**config.mk**
```make
export PLATFORM = sky130hd
export DESIGN_NAME = cplm_top
export DESIGN_NICKNAME = d
export VERILOG_FILES = /design/src/verilog/cplm_pkg.sv /design/src/verilog/cplm_level_reg.sv /design/src/verilog/cplm_accept.sv /design/src/verilog/cplm_top.sv
export VERILOG_INCLUDE_DIRS = /design/src /design/src/verilog
export SDC_FILE = /design/constraint.sdc
export NUM_CORES = 1
export LEC_CHECK = 0
export ABC_AREA = 1
export BUFFER_PORTS_ARGS = -buffer_cell sky130_fd_sc_hd__buf_2
export CAP_MARGIN = 10
export CORE_MARGIN = 3
export CORE_UTILIZATION = 38
export CTS_CLUSTER_DIAMETER = 100
export DETAILED_ROUTE_END_ITERATION = 16
export PLACE_DENSITY = 0.86
export SYNTH_ARGS = -nofsm -noshare
export SYNTH_HDL_FRONTEND = slang
export SYNTH_HIERARCHICAL = 1
export SYNTH_SLANG_ARGS = --single-unit
```
**constraint.sdc**
```tcl
create_clock -name aclk -period 1.2 [get_ports aclk]
set_input_delay 0.06 -clock aclk [delete_from_list [all_inputs] [get_ports aclk]]
set_output_delay 0.06 -clock aclk [all_outputs]
set_load 0.1 [all_outputs]
```
**src/verilog/cplm_cfg.svh**
```systemverilog
// Named offsets, field positions, reset values and bus codes for the level mask.
// Assumes inclusion by bare name from the package and the design modules.
`ifndef CPLM_CFG_SVH
`define CPLM_CFG_SVH

// ------------------------------------------------------------
// Register byte offsets
// ------------------------------------------------------------
`define CPLM_OFS_STATUS 8'h00
`define CPLM_OFS_CORE   8'h04
`define CPLM_OFS_TRAP   8'h08

// ------------------------------------------------------------
// Field positions
// ------------------------------------------------------------
`define CPLM_LOW_MSB  7
`define CPLM_LOW_LSB  5
`define CPLM_TOP_BIT  3
`define CPLM_NEST_BIT 15

// ------------------------------------------------------------
// Reset values and special codes
// ------------------------------------------------------------
`define CPLM_LOW_RST     3'h0
`define CPLM_TOP_RST     1'h0
`define CPLM_NEST_RST    1'h0
`define CPLM_LOW_MASKALL 3'h7
`define CPLM_WORD_ZERO   32'h0000_0000
`define CPLM_RESP_OKAY   2'h0
`define CPLM_RESP_DECERR 2'h3

`endif

```
**src/verilog/cplm_pkg.sv**
```systemverilog
// Types shared by the priority level mask modules.
// Assumes the constants header sits beside it.
`include "cplm_cfg.svh"

package cplm_pkg;
  typedef logic [2:0]  cplm_low_t;   // Lower three level bits
  typedef logic [3:0]  cplm_level_t; // Full four-bit level
  typedef logic [1:0]  cplm_resp_t;  // Bus response code
  typedef logic [31:0] cplm_word_t;  // Bus data word
endpackage

```
**src/verilog/cplm_level_reg.sv**
```systemverilog
// Holds the current priority level: low field and top bit.
// Assumes same-clock hardware strobes; top bit changes only by hardware.
`timescale 1ns/1ps
`include "cplm_cfg.svh"

module cplm_level_reg (
  input  wire logic                  aclk,
  input  wire logic                  aresetn,
  input  wire logic                  sw_low_we,
  input  wire cplm_pkg::cplm_low_t   sw_low_val,
  input  wire logic                  nesting_disable,
  input  wire logic                  trap_enter,
  input  wire logic                  trap_exit,
  input  wire logic                  hw_load,
  input  wire cplm_pkg::cplm_level_t hw_level,
  output logic                       top_q,
  output cplm_pkg::cplm_low_t        low_q
);
  import cplm_pkg::*;

  cplm_low_t low_d; // Next low field
  logic      top_d; // Next top bit

  // ------------------------------------------------------------
  // Next level
  // ------------------------------------------------------------
  // Hardware loads win over software; trap entry wins over all
  always_comb begin
    low_d = low_q;
    top_d = top_q;
    if (sw_low_we && !nesting_disable) begin
      low_d = sw_low_val;
    end
    if (hw_load) begin
      low_d = hw_level[2:0];
      top_d = hw_level[3];
    end
    if (trap_exit) begin
      top_d = 1'b0;
    end
    if (trap_enter) begin // Software has no path here
      top_d = 1'b1;
    end
  end

  // Register only
  always_ff @(posedge aclk) begin
    if (!aresetn) begin
      low_q <= `CPLM_LOW_RST;
      top_q <= `CPLM_TOP_RST;
    end else begin
      low_q <= low_d;
      top_q <= top_d;
    end
  end
endmodule

```
**src/verilog/cplm_accept.sv**
```systemverilog
// Decides whether a pending, enabled user interrupt may be taken.
// Assumes level and request inputs come from logic on the same clock.
`timescale 1ns/1ps
`include "cplm_cfg.svh"

module cplm_accept (
  input  wire logic                  aclk,
  input  wire logic                  aresetn,
  input  wire cplm_pkg::cplm_level_t level,
  input  wire logic                  irq_pending,
  input  wire logic                  irq_enabled,
  input  wire cplm_pkg::cplm_low_t   irq_priority,
  output logic                       accept_q
);
  import cplm_pkg::*;

  logic accept_d; // Next accept decision

  // ------------------------------------------------------------
  // Decision
  // ------------------------------------------------------------
  // Explicit masks kept although the compare covers them
  always_comb begin
    accept_d = irq_pending && irq_enabled
      && !level[3]
      && (level[2:0] != `CPLM_LOW_MASKALL)
      && ({1'b0, irq_priority} > level);
  end

  // Register only
  always_ff @(posedge aclk) begin
    if (!aresetn) begin
      accept_q <= 1'b0;
    end else begin
      accept_q <= accept_d;
    end
  end
endmodule

```
**src/verilog/cplm_top.sv**
```systemverilog
// AXI4-Lite slave holding the CPU priority level and its mask decision.
// Assumes one clock, synchronous active-low reset, hardware strobes on aclk.
`timescale 1ns/1ps
`include "cplm_cfg.svh"

// Overview of operation
// - Status bits 7:5 hold writable level field
// - Core control bit 3 tops four-bit level
// - Software can never set the top bit
// - Field 0..7 gives level 0..7 or 8..15
// - Field 111 blocks all user interrupts
// - Top bit set blocks all user interrupts
// - Nesting disable makes field read-only
// - Sources carry one of eight priorities
module cplm_top #(
  parameter int ADDR_W = 8 // Byte address width
) (
  input  wire logic                  aclk,
  input  wire logic                  aresetn,
  // Write address channel
  input  wire logic [ADDR_W-1:0]     s_axi_awaddr,
  input  wire logic                  s_axi_awvalid,
  output logic                       s_axi_awready,
  // Write data channel
  input  wire cplm_pkg::cplm_word_t  s_axi_wdata,
  input  wire logic [3:0]            s_axi_wstrb,
  input  wire logic                  s_axi_wvalid,
  output logic                       s_axi_wready,
  // Write response channel
  output cplm_pkg::cplm_resp_t       s_axi_bresp,
  output logic                       s_axi_bvalid,
  input  wire logic                  s_axi_bready,
  // Read address channel
  input  wire logic [ADDR_W-1:0]     s_axi_araddr,
  input  wire logic                  s_axi_arvalid,
  output logic                       s_axi_arready,
  // Read data channel
  output cplm_pkg::cplm_word_t       s_axi_rdata,
  output cplm_pkg::cplm_resp_t       s_axi_rresp,
  output logic                       s_axi_rvalid,
  input  wire logic                  s_axi_rready,
  // Hardware level control
  input  wire logic                  trap_enter,
  input  wire logic                  trap_exit,
  input  wire logic                  hw_load,
  input  wire cplm_pkg::cplm_level_t hw_level,
  // User interrupt request
  input  wire logic                  irq_pending,
  input  wire logic                  irq_enabled,
  input  wire cplm_pkg::cplm_low_t   irq_priority,
  output logic                       irq_accept,
  output cplm_pkg::cplm_level_t      cpu_level
);
  import cplm_pkg::*;

  // ------------------------------------------------------------
  // Declarations
  // ------------------------------------------------------------
  logic              aw_hold_q, aw_hold_d;   // Address waiting
  logic [ADDR_W-1:0] awaddr_q, awaddr_d;     // Held write address
  logic              w_hold_q, w_hold_d;     // Data waiting
  cplm_word_t        wdata_q, wdata_d;       // Held write data
  logic [3:0]        wstrb_q, wstrb_d;       // Held byte enables
  logic              awready_q, awready_d;   // Address ready
  logic              wready_q, wready_d;     // Data ready
  logic              bvalid_q, bvalid_d;     // Response valid
  cplm_resp_t        bresp_q, bresp_d;       // Response code
  logic              arready_q, arready_d;   // Read address ready
  logic              rvalid_q, rvalid_d;     // Read data valid
  cplm_word_t        rdata_q, rdata_d;       // Read data
  cplm_resp_t        rresp_q, rresp_d;       // Read response
  logic              nest_q, nest_d;         // Nesting disable bit
  cplm_level_t       level_q, level_d;       // Level copy for output
  logic              wr_fire;                // Write commits now
  logic              sel_status, sel_core, sel_trap; // Write decode
  logic              sw_low_we;              // Field write strobe
  logic              top_q;                  // Top bit from holder
  cplm_low_t         low_q;                  // Low field from holder
  logic              accept_q;               // Accept from decider

  // ------------------------------------------------------------
  // Write channels
  // ------------------------------------------------------------
  // Address and data taken in either order; commit once both held
  // and no response is still waiting, so one write at a time
  always_comb begin
    aw_hold_d = aw_hold_q;
    awaddr_d  = awaddr_q;
    w_hold_d  = w_hold_q;
    wdata_d   = wdata_q;
    wstrb_d   = wstrb_q;
    bvalid_d  = bvalid_q;
    bresp_d   = bresp_q;
    wr_fire   = aw_hold_q && w_hold_q && !bvalid_q;
    if (s_axi_awvalid && awready_q) begin // Address handshake
      aw_hold_d = 1'b1;
      awaddr_d  = s_axi_awaddr;
    end
    if (s_axi_wvalid && wready_q) begin // Data handshake
      w_hold_d = 1'b1;
      wdata_d  = s_axi_wdata;
      wstrb_d  = s_axi_wstrb;
    end
    if (bvalid_q && s_axi_bready) begin // Response taken
      bvalid_d = 1'b0;
    end
    if (wr_fire) begin // Commit and answer
      aw_hold_d = 1'b0;
      w_hold_d  = 1'b0;
      bvalid_d  = 1'b1;
      bresp_d   = (sel_status || sel_core || sel_trap) ?
                  `CPLM_RESP_OKAY : `CPLM_RESP_DECERR;
    end
    awready_d = !aw_hold_d;
    wready_d  = !w_hold_d;
  end

  // Write decode on the held address
  always_comb begin
    sel_status = (awaddr_q == ADDR_W'(`CPLM_OFS_STATUS));
    sel_core   = (awaddr_q == ADDR_W'(`CPLM_OFS_CORE));
    sel_trap   = (awaddr_q == ADDR_W'(`CPLM_OFS_TRAP));
    sw_low_we  = wr_fire && sel_status && wstrb_q[0];
  end

  // Register only
  always_ff @(posedge aclk) begin
    if (!aresetn) begin
      aw_hold_q <= 1'b0;
      awaddr_q  <= '0;
      w_hold_q  <= 1'b0;
      wdata_q   <= `CPLM_WORD_ZERO;
      wstrb_q   <= 4'h0;
      awready_q <= 1'b0;
      wready_q  <= 1'b0;
      bvalid_q  <= 1'b0;
      bresp_q   <= `CPLM_RESP_OKAY;
    end else begin
      aw_hold_q <= aw_hold_d;
      awaddr_q  <= awaddr_d;
      w_hold_q  <= w_hold_d;
      wdata_q   <= wdata_d;
      wstrb_q   <= wstrb_d;
      awready_q <= awready_d;
      wready_q  <= wready_d;
      bvalid_q  <= bvalid_d;
      bresp_q   <= bresp_d;
    end
  end

  // ------------------------------------------------------------
  // Trap control word
  // ------------------------------------------------------------
  // Only the nesting disable bit lives here; trap flags are elsewhere
  always_comb begin
    nest_d = nest_q;
    if (wr_fire && sel_trap && wstrb_q[1]) begin
      nest_d = wdata_q[`CPLM_NEST_BIT];
    end
  end

  // Register only
  always_ff @(posedge aclk) begin
    if (!aresetn) begin
      nest_q <= `CPLM_NEST_RST;
    end else begin
      nest_q <= nest_d;
    end
  end

  // ------------------------------------------------------------
  // Level holder and accept decision
  // ------------------------------------------------------------
  cplm_level_reg cplm_level_reg_inst (
    .aclk            (aclk),
    .aresetn         (aresetn),
    .sw_low_we       (sw_low_we),
    .sw_low_val      (wdata_q[`CPLM_LOW_MSB:`CPLM_LOW_LSB]),
    .nesting_disable (nest_q),
    .trap_enter      (trap_enter),
    .trap_exit       (trap_exit),
    .hw_load         (hw_load),
    .hw_level        (hw_level),
    .top_q           (top_q),
    .low_q           (low_q)
  );

  cplm_accept cplm_accept_inst (
    .aclk         (aclk),
    .aresetn      (aresetn),
    .level        ({top_q, low_q}),
    .irq_pending  (irq_pending),
    .irq_enabled  (irq_enabled),
    .irq_priority (irq_priority),
    .accept_q     (accept_q)
  );

  // Output copy of the joined level, one cycle behind the holder
  always_comb begin
    level_d = {top_q, low_q};
  end

  // Register only
  always_ff @(posedge aclk) begin
    if (!aresetn) begin
      level_q <= {`CPLM_TOP_RST, `CPLM_LOW_RST};
    end else begin
      level_q <= level_d;
    end
  end

  // ------------------------------------------------------------
  // Read channels
  // ------------------------------------------------------------
  // Answer one cycle after the address; unused bits read zero
  always_comb begin
    arready_d = arready_q;
    rvalid_d  = rvalid_q;
    rdata_d   = rdata_q;
    rresp_d   = rresp_q;
    if (rvalid_q && s_axi_rready) begin // Data taken
      rvalid_d  = 1'b0;
      arready_d = 1'b1;
    end
    if (!rvalid_q && !arready_q) begin // Leave reset
      arready_d = 1'b1;
    end
    if (s_axi_arvalid && arready_q) begin // Address handshake
      arready_d = 1'b0;
      rvalid_d  = 1'b1;
      rdata_d   = `CPLM_WORD_ZERO;
      rresp_d   = `CPLM_RESP_OKAY;
      if (s_axi_araddr == ADDR_W'(`CPLM_OFS_STATUS)) begin
        rdata_d[`CPLM_LOW_MSB:`CPLM_LOW_LSB] = low_q;
      end else if (s_axi_araddr == ADDR_W'(`CPLM_OFS_CORE)) begin
        rdata_d[`CPLM_TOP_BIT] = top_q;
      end else if (s_axi_araddr == ADDR_W'(`CPLM_OFS_TRAP)) begin
        rdata_d[`CPLM_NEST_BIT] = nest_q;
      end else begin
        rresp_d = `CPLM_RESP_DECERR;
      end
    end
  end

  // Register only
  always_ff @(posedge aclk) begin
    if (!aresetn) begin
      arready_q <= 1'b0;
      rvalid_q  <= 1'b0;
      rdata_q   <= `CPLM_WORD_ZERO;
      rresp_q   <= `CPLM_RESP_OKAY;
    end else begin
      arready_q <= arready_d;
      rvalid_q  <= rvalid_d;
      rdata_q   <= rdata_d;
      rresp_q   <= rresp_d;
    end
  end

  // ------------------------------------------------------------
  // Outputs
  // ------------------------------------------------------------
  assign s_axi_awready = awready_q;
  assign s_axi_wready  = wready_q;
  assign s_axi_bvalid  = bvalid_q;
  assign s_axi_bresp   = bresp_q;
  assign s_axi_arready = arready_q;
  assign s_axi_rvalid  = rvalid_q;
  assign s_axi_rdata   = rdata_q;
  assign s_axi_rresp   = rresp_q;
  assign irq_accept    = accept_q;
  assign cpu_level     = level_q;
endmodule

```
Word-level counts from Yosys, hierarchy flattened. Cells that the tools add are included.

Word-level logic and storage cells: 84. Input port bits: 71. Register bits after elaboration: 52. Output and inout bits: 46.

Mux-type cells: 25. Bitwise gates (word level): 1. Eq/ne operators: 5. Reductions and logical operators: 34. $lt $le $gt $ge: 1.

Operators by type and width (number): $mux 1 (18); $logic_and 1x1->1 (17); $eq 8x3->1 const B (2); $eq 8x4->1 const B (2); $logic_not 8->1 (2); $mux 3 (3); $mux 2 (4); $reduce_bool 2->1 (4); $logic_not 1->1 (7); $gt 3x4->1 (1); $ne 3x3->1 const B (1); $reduce_bool 3->1 (1); $logic_or 1x1->1 (2); $reduce_or 2->1 (1); $not 1->1 (1).

Depth between registers and ports, before layout.
Depth in word-level cells: 7. Gate-level depth with buffers: 8. Gate-level depth less buffers: 8.

Modules after synthesis. The synthesis kept the hierarchy.

By module, submodules not included: cplm_top (instances 1, cells each 200, sequential area each 660.6 µm², area an instance 1476.4 µm²); cplm_level_reg (instances 1, cells each 41, sequential area each 80.1 µm², area an instance 237.7 µm²); cplm_accept (instances 1, cells each 21, sequential area each 20.0 µm², area an instance 127.6 µm²).

Least setup slack after synthesis. Ideal clock, no wire load.

Path kind: register to register. From: register bvalid_q, in the netlist s_axi_bvalid. To: register cplm_level_reg_inst.low_q[0]. Period minus slack after synthesis: 1.811 ns. Buffers on the path: 0. Data arrival time: 1.747 ns. Setup time: 0.064 ns. Data required time: 1.136 ns. Stages on the path, launching flop included: 8. Setup slack: -0.611 ns. Cells stage by stage: dfxtp_1 -> nand3b_4 -> inv_1 -> nand3_1 -> nor3_1 -> a21oi_1 -> nor2_1 -> nor2_1.

Cells in the longest elaborated chain, start to end: 6.

RTL lines: from (decl) (line cplm_top.sv:66) `logic bvalid_q, bvalid_d;`; from (signal assigned) (line cplm_top.sv:146) `bvalid_q <= bvalid_d;`; $logic_not 1->1 (line cplm_top.sv:94) `wr_fire = aw_hold_q && w_hold_q && !bvalid_q;`; $logic_and 1x1->1 (line cplm_top.sv:94); $logic_and 1x1->1 (2 in series) (line cplm_top.sv:123) `sw_low_we = wr_fire && sel_status && wstrb_q[0];`; named net sw_low_we (line cplm_top.sv:76) `logic sw_low_we;`; $logic_and 1x1->1 (line cplm_level_reg.sv:31) `if (sw_low_we && !nesting_disable) begin`; $reduce_bool 2->1 (no line); to (signal assigned) (line cplm_level_reg.sv:49) `` low_q <= `CPLM_LOW_RST; ``; to (signal assigned) (line cplm_level_reg.sv:52) `low_q <= low_d;`; to (decl) (line cplm_level_reg.sv:17) `output cplm_pkg::cplm_low_t low_q`.

The timed path passes the listed nets, and every way through them passes these cells. A chain may end at the register's enable or synchronous reset.

Worst setup path after layout.
From: register bvalid_q, in the netlist s_axi_bvalid. To: register cplm_level_reg_inst.low_q[2].

The elaborated chain is that of the path after synthesis.

==> results.txt <==
Post-DR wirelength/cell: 10.24 um
Worst hold path type: input pin to register
Type of origin of the critical path: register
CP Launch Point: s_axi_bvalid
DRC viols: 0
PwrDens: 1420 nW/um2
Gr usage total: 0.1393
CTS sink count: 38
Layout area overhead: 25.07%
Inst Count DP: 376
Cell taking the most area after synthesis: dfxtp_1
Failing checks: setup timing
Antenna violations before repair: 0
DR iter-0 viols: 98
Vias per inst: 4.315
Rows: 24
Hold violation count in the final report: 0
Initial core utilization: 0.4089
Highest Clock Rate: 0.7920 GHz
DRT Wirelength: 3.931 mm
Vias in the first global route: 1435
Commonest non-fill, non-tap cell in the layout: buf_2
Final Power: 3.270 mW
Total grt overflow: 0
Nets: 405
Hold slack: 0.02533 ns
Die Wd: 75.62 um
Setup tns final: -0.1626 ns
CP required: 1.41 ns
Worst-Skew Late Latency: 0.27 ns
Slowest stage delay, CP: 0.34 ns
Yosys top cell area share: 0.4130
First-pass GRT wire length: 6.189 mm
Worst R2R Setup Slack: -0.06 ns
DRT Pass-1 Iters: 4
Core Util, Final: 0.5114
Status: finished, violations left
Setup crit end: cplm_level_reg_inst/low_q[2]
I/O Pins: 117
Root buf cell: clkbuf_8
Total die area: 5718 um2
CP Max Fanout: 3
Hpwl dp: 3.153 mm
Reg2reg end: cplm_level_reg_inst/low_q[2]
Period minus WS final: 1.263 ns
Avg Inst Size Synth: 7.030 um2
Post-route antenna net violation count: 0
Die H: 75.62 um
Synth unique cells: 21
Worst R2R Path Depth: 8
# port buffers: 59
Period utilization: 1.052
Commonest non-fill, non-tap cells in the layout: buf_2 (58), nor2_1 (54), nand2_1 (42)
Pre-CTS WS: -0.07915 ns
FF-to-FF Start: s_axi_bvalid
Gpl congestion: 0.7833
Setup violation total in the final timing report: 3
Antenna fix cells: 0
Final worst slack: -0.06262 ns
Core area: 4504 um2
CTS Buf Count: 5
Maximum VDD drop: 0.0007470 V
Max Cap Viol: 0
Syn. warnings: 6
Post-synthesis cell area: 1842 um2
Data arrival time of the worst path: 1.48 ns
#FFs+latches synth: 38
Leak: 1.254 nW
Clock skew: 0.005505 ns
Vias: 1657
Dominant cells by area after synthesis: dfxtp_1 (41%), buf_4 (12%), nor2_1 (11%)
Top cell by count, worst path: nand2_2
Clock-pin slew on the worst setup and hold paths: 0.07 ns
Max Buffers Root-to-Sink: 2
CP Class: register to register
Max Slew Vio Count: 0
Fillers: 477
H-tree levels: 2
Post-synthesis sequential area ratio: 0.4130
RSZ-0062 raised after global routing: yes
Largest net degree at the start of global routing: 17
CTS tree: yes
Dpl cell area: 2183 um2
Slowest stage cell on the critical path: dfxtp_4
Final non-filler cell total: 384
Layout cell share with drive strength beyond 1: 0.3102
Design area: 2303 um2
Cells after Synth: 262
Endpoint type of the worst setup path: register
Critical Path, Cell by Cell: nand3b_4 -> inv_4 -> nand3_4 -> nor3_4 -> nand2_2 -> nand3_2 -> nand2_2 -> nor2_2
==> synthesized netlist by cell type <==
master / instances
a21oi_1: 13
a21oi_2: 1
buf_2: 2
buf_4: 30
conb_1: 1
dfxtp_1: 38
ha_1: 3
inv_1: 35
inv_2: 2
nand2_1: 44
nand2_2: 2
nand3_1: 9
nand3_2: 1
nand3b_4: 1
nand4_1: 1
nor2_1: 55
nor2_2: 2
nor3_1: 2
o21ai_0: 16
o21ai_1: 3
o21ai_2: 1
==> flip-flops by register name, summed over array words and instances, names as in the netlist <==
register,cells
s_axi_arready,1
s_axi_rresp,1
s_axi_bvalid,1
s_axi_rdata,5
wstrb_q,2
aw_hold_q,1
nest_q,1
s_axi_awready,1
wdata_q,4
cpu_level,4
cplm_level_reg_inst/low_q,3
s_axi_wready,1
w_hold_q,1
cplm_accept_inst/accept_q,1
awaddr_q,8
s_axi_bresp,1
s_axi_rvalid,1
cplm_level_reg_inst/top_q,1
==> final cells by class <==
type,count,area [um2],share of cell area
clock buffer,7,86.33,0.03748
clock inverter,1,5.005,0.002173
inverter,37,141.4,0.06138
multi-input combinational,181,844.6,0.3666
sequential,38,783.3,0.3400
tap,52,65.06,0.02825
timing repair buffer,68,377.9,0.1640
==> cell families after synthesis <==
logic type | Yosys count | share of synthesized area
simple gates | 117 | 0.2649
fa+ha+maj | 3 | 0.02038
compound gates | 34 | 0.09647
flops | 38 | 0.4130
other cells | 1 | 0.002036
buf+inv | 69 | 0.2031
==> layer usage <==
layer / GRT usage / routed length, um
met1: 0.1801 / 1758
met2: 0.2368 / 1931
met3: 0.03034 / 231
met4: 0.03301 / 10
met5: 0 / 0
==> timing repair <==
action                                  4_1_cts  5_1_grt
gates resized for setup                       2        5
cloned                                        0        0
hold buffers                                  0        0
setup buffers                                 0        0
pin swaps                                     1        5
endpoints found under the setup margin        3        3
==> critical path: cells and delay by family, from the launching register on <==
kind	cells	cell delay [ns]
flip-flops	1	0.34
AND/OR/NAND/NOR	7	0.77
buffers and inverters	1	0.08
==> power breakdown <==
| group | internal [mW] | leakage [nW] | total (mW) | switching, mW |
|---|---|---|---|---|
| clock | 0.464 | 0.0482 | 0.877 | 0.414 |
| combinational | 0.185 | 0.889 | 1.01 | 0.825 |
| sequential | 1.34 | 0.317 | 1.38 | 0.0424 |
| total | 1.99 | 1.25 | 3.27 | 1.28 |
==> worst min-delay path by stage <==
| stage | end | slack [ns] | depth (start not counted) | start |
|---|---|---|---|---|
| detailed placement | cplm_level_reg_inst/top_q | 0.32 | 3 | trap_enter |
| global placement | s_axi_bvalid | 0.31 | 4 | s_axi_bready |
| finish | s_axi_bvalid | 0.03 | 4 | s_axi_bready |
| global route | cplm_level_reg_inst/top_q | 0.01 | 3 | trap_enter |
| CTS | cplm_level_reg_inst/top_q | 0.02 | 3 | trap_enter |
| floorplan | cplm_level_reg_inst/low_q[2] | 0.18 | 2 | aresetn |
No activity file was read; power rests on OpenSTA's default activity.
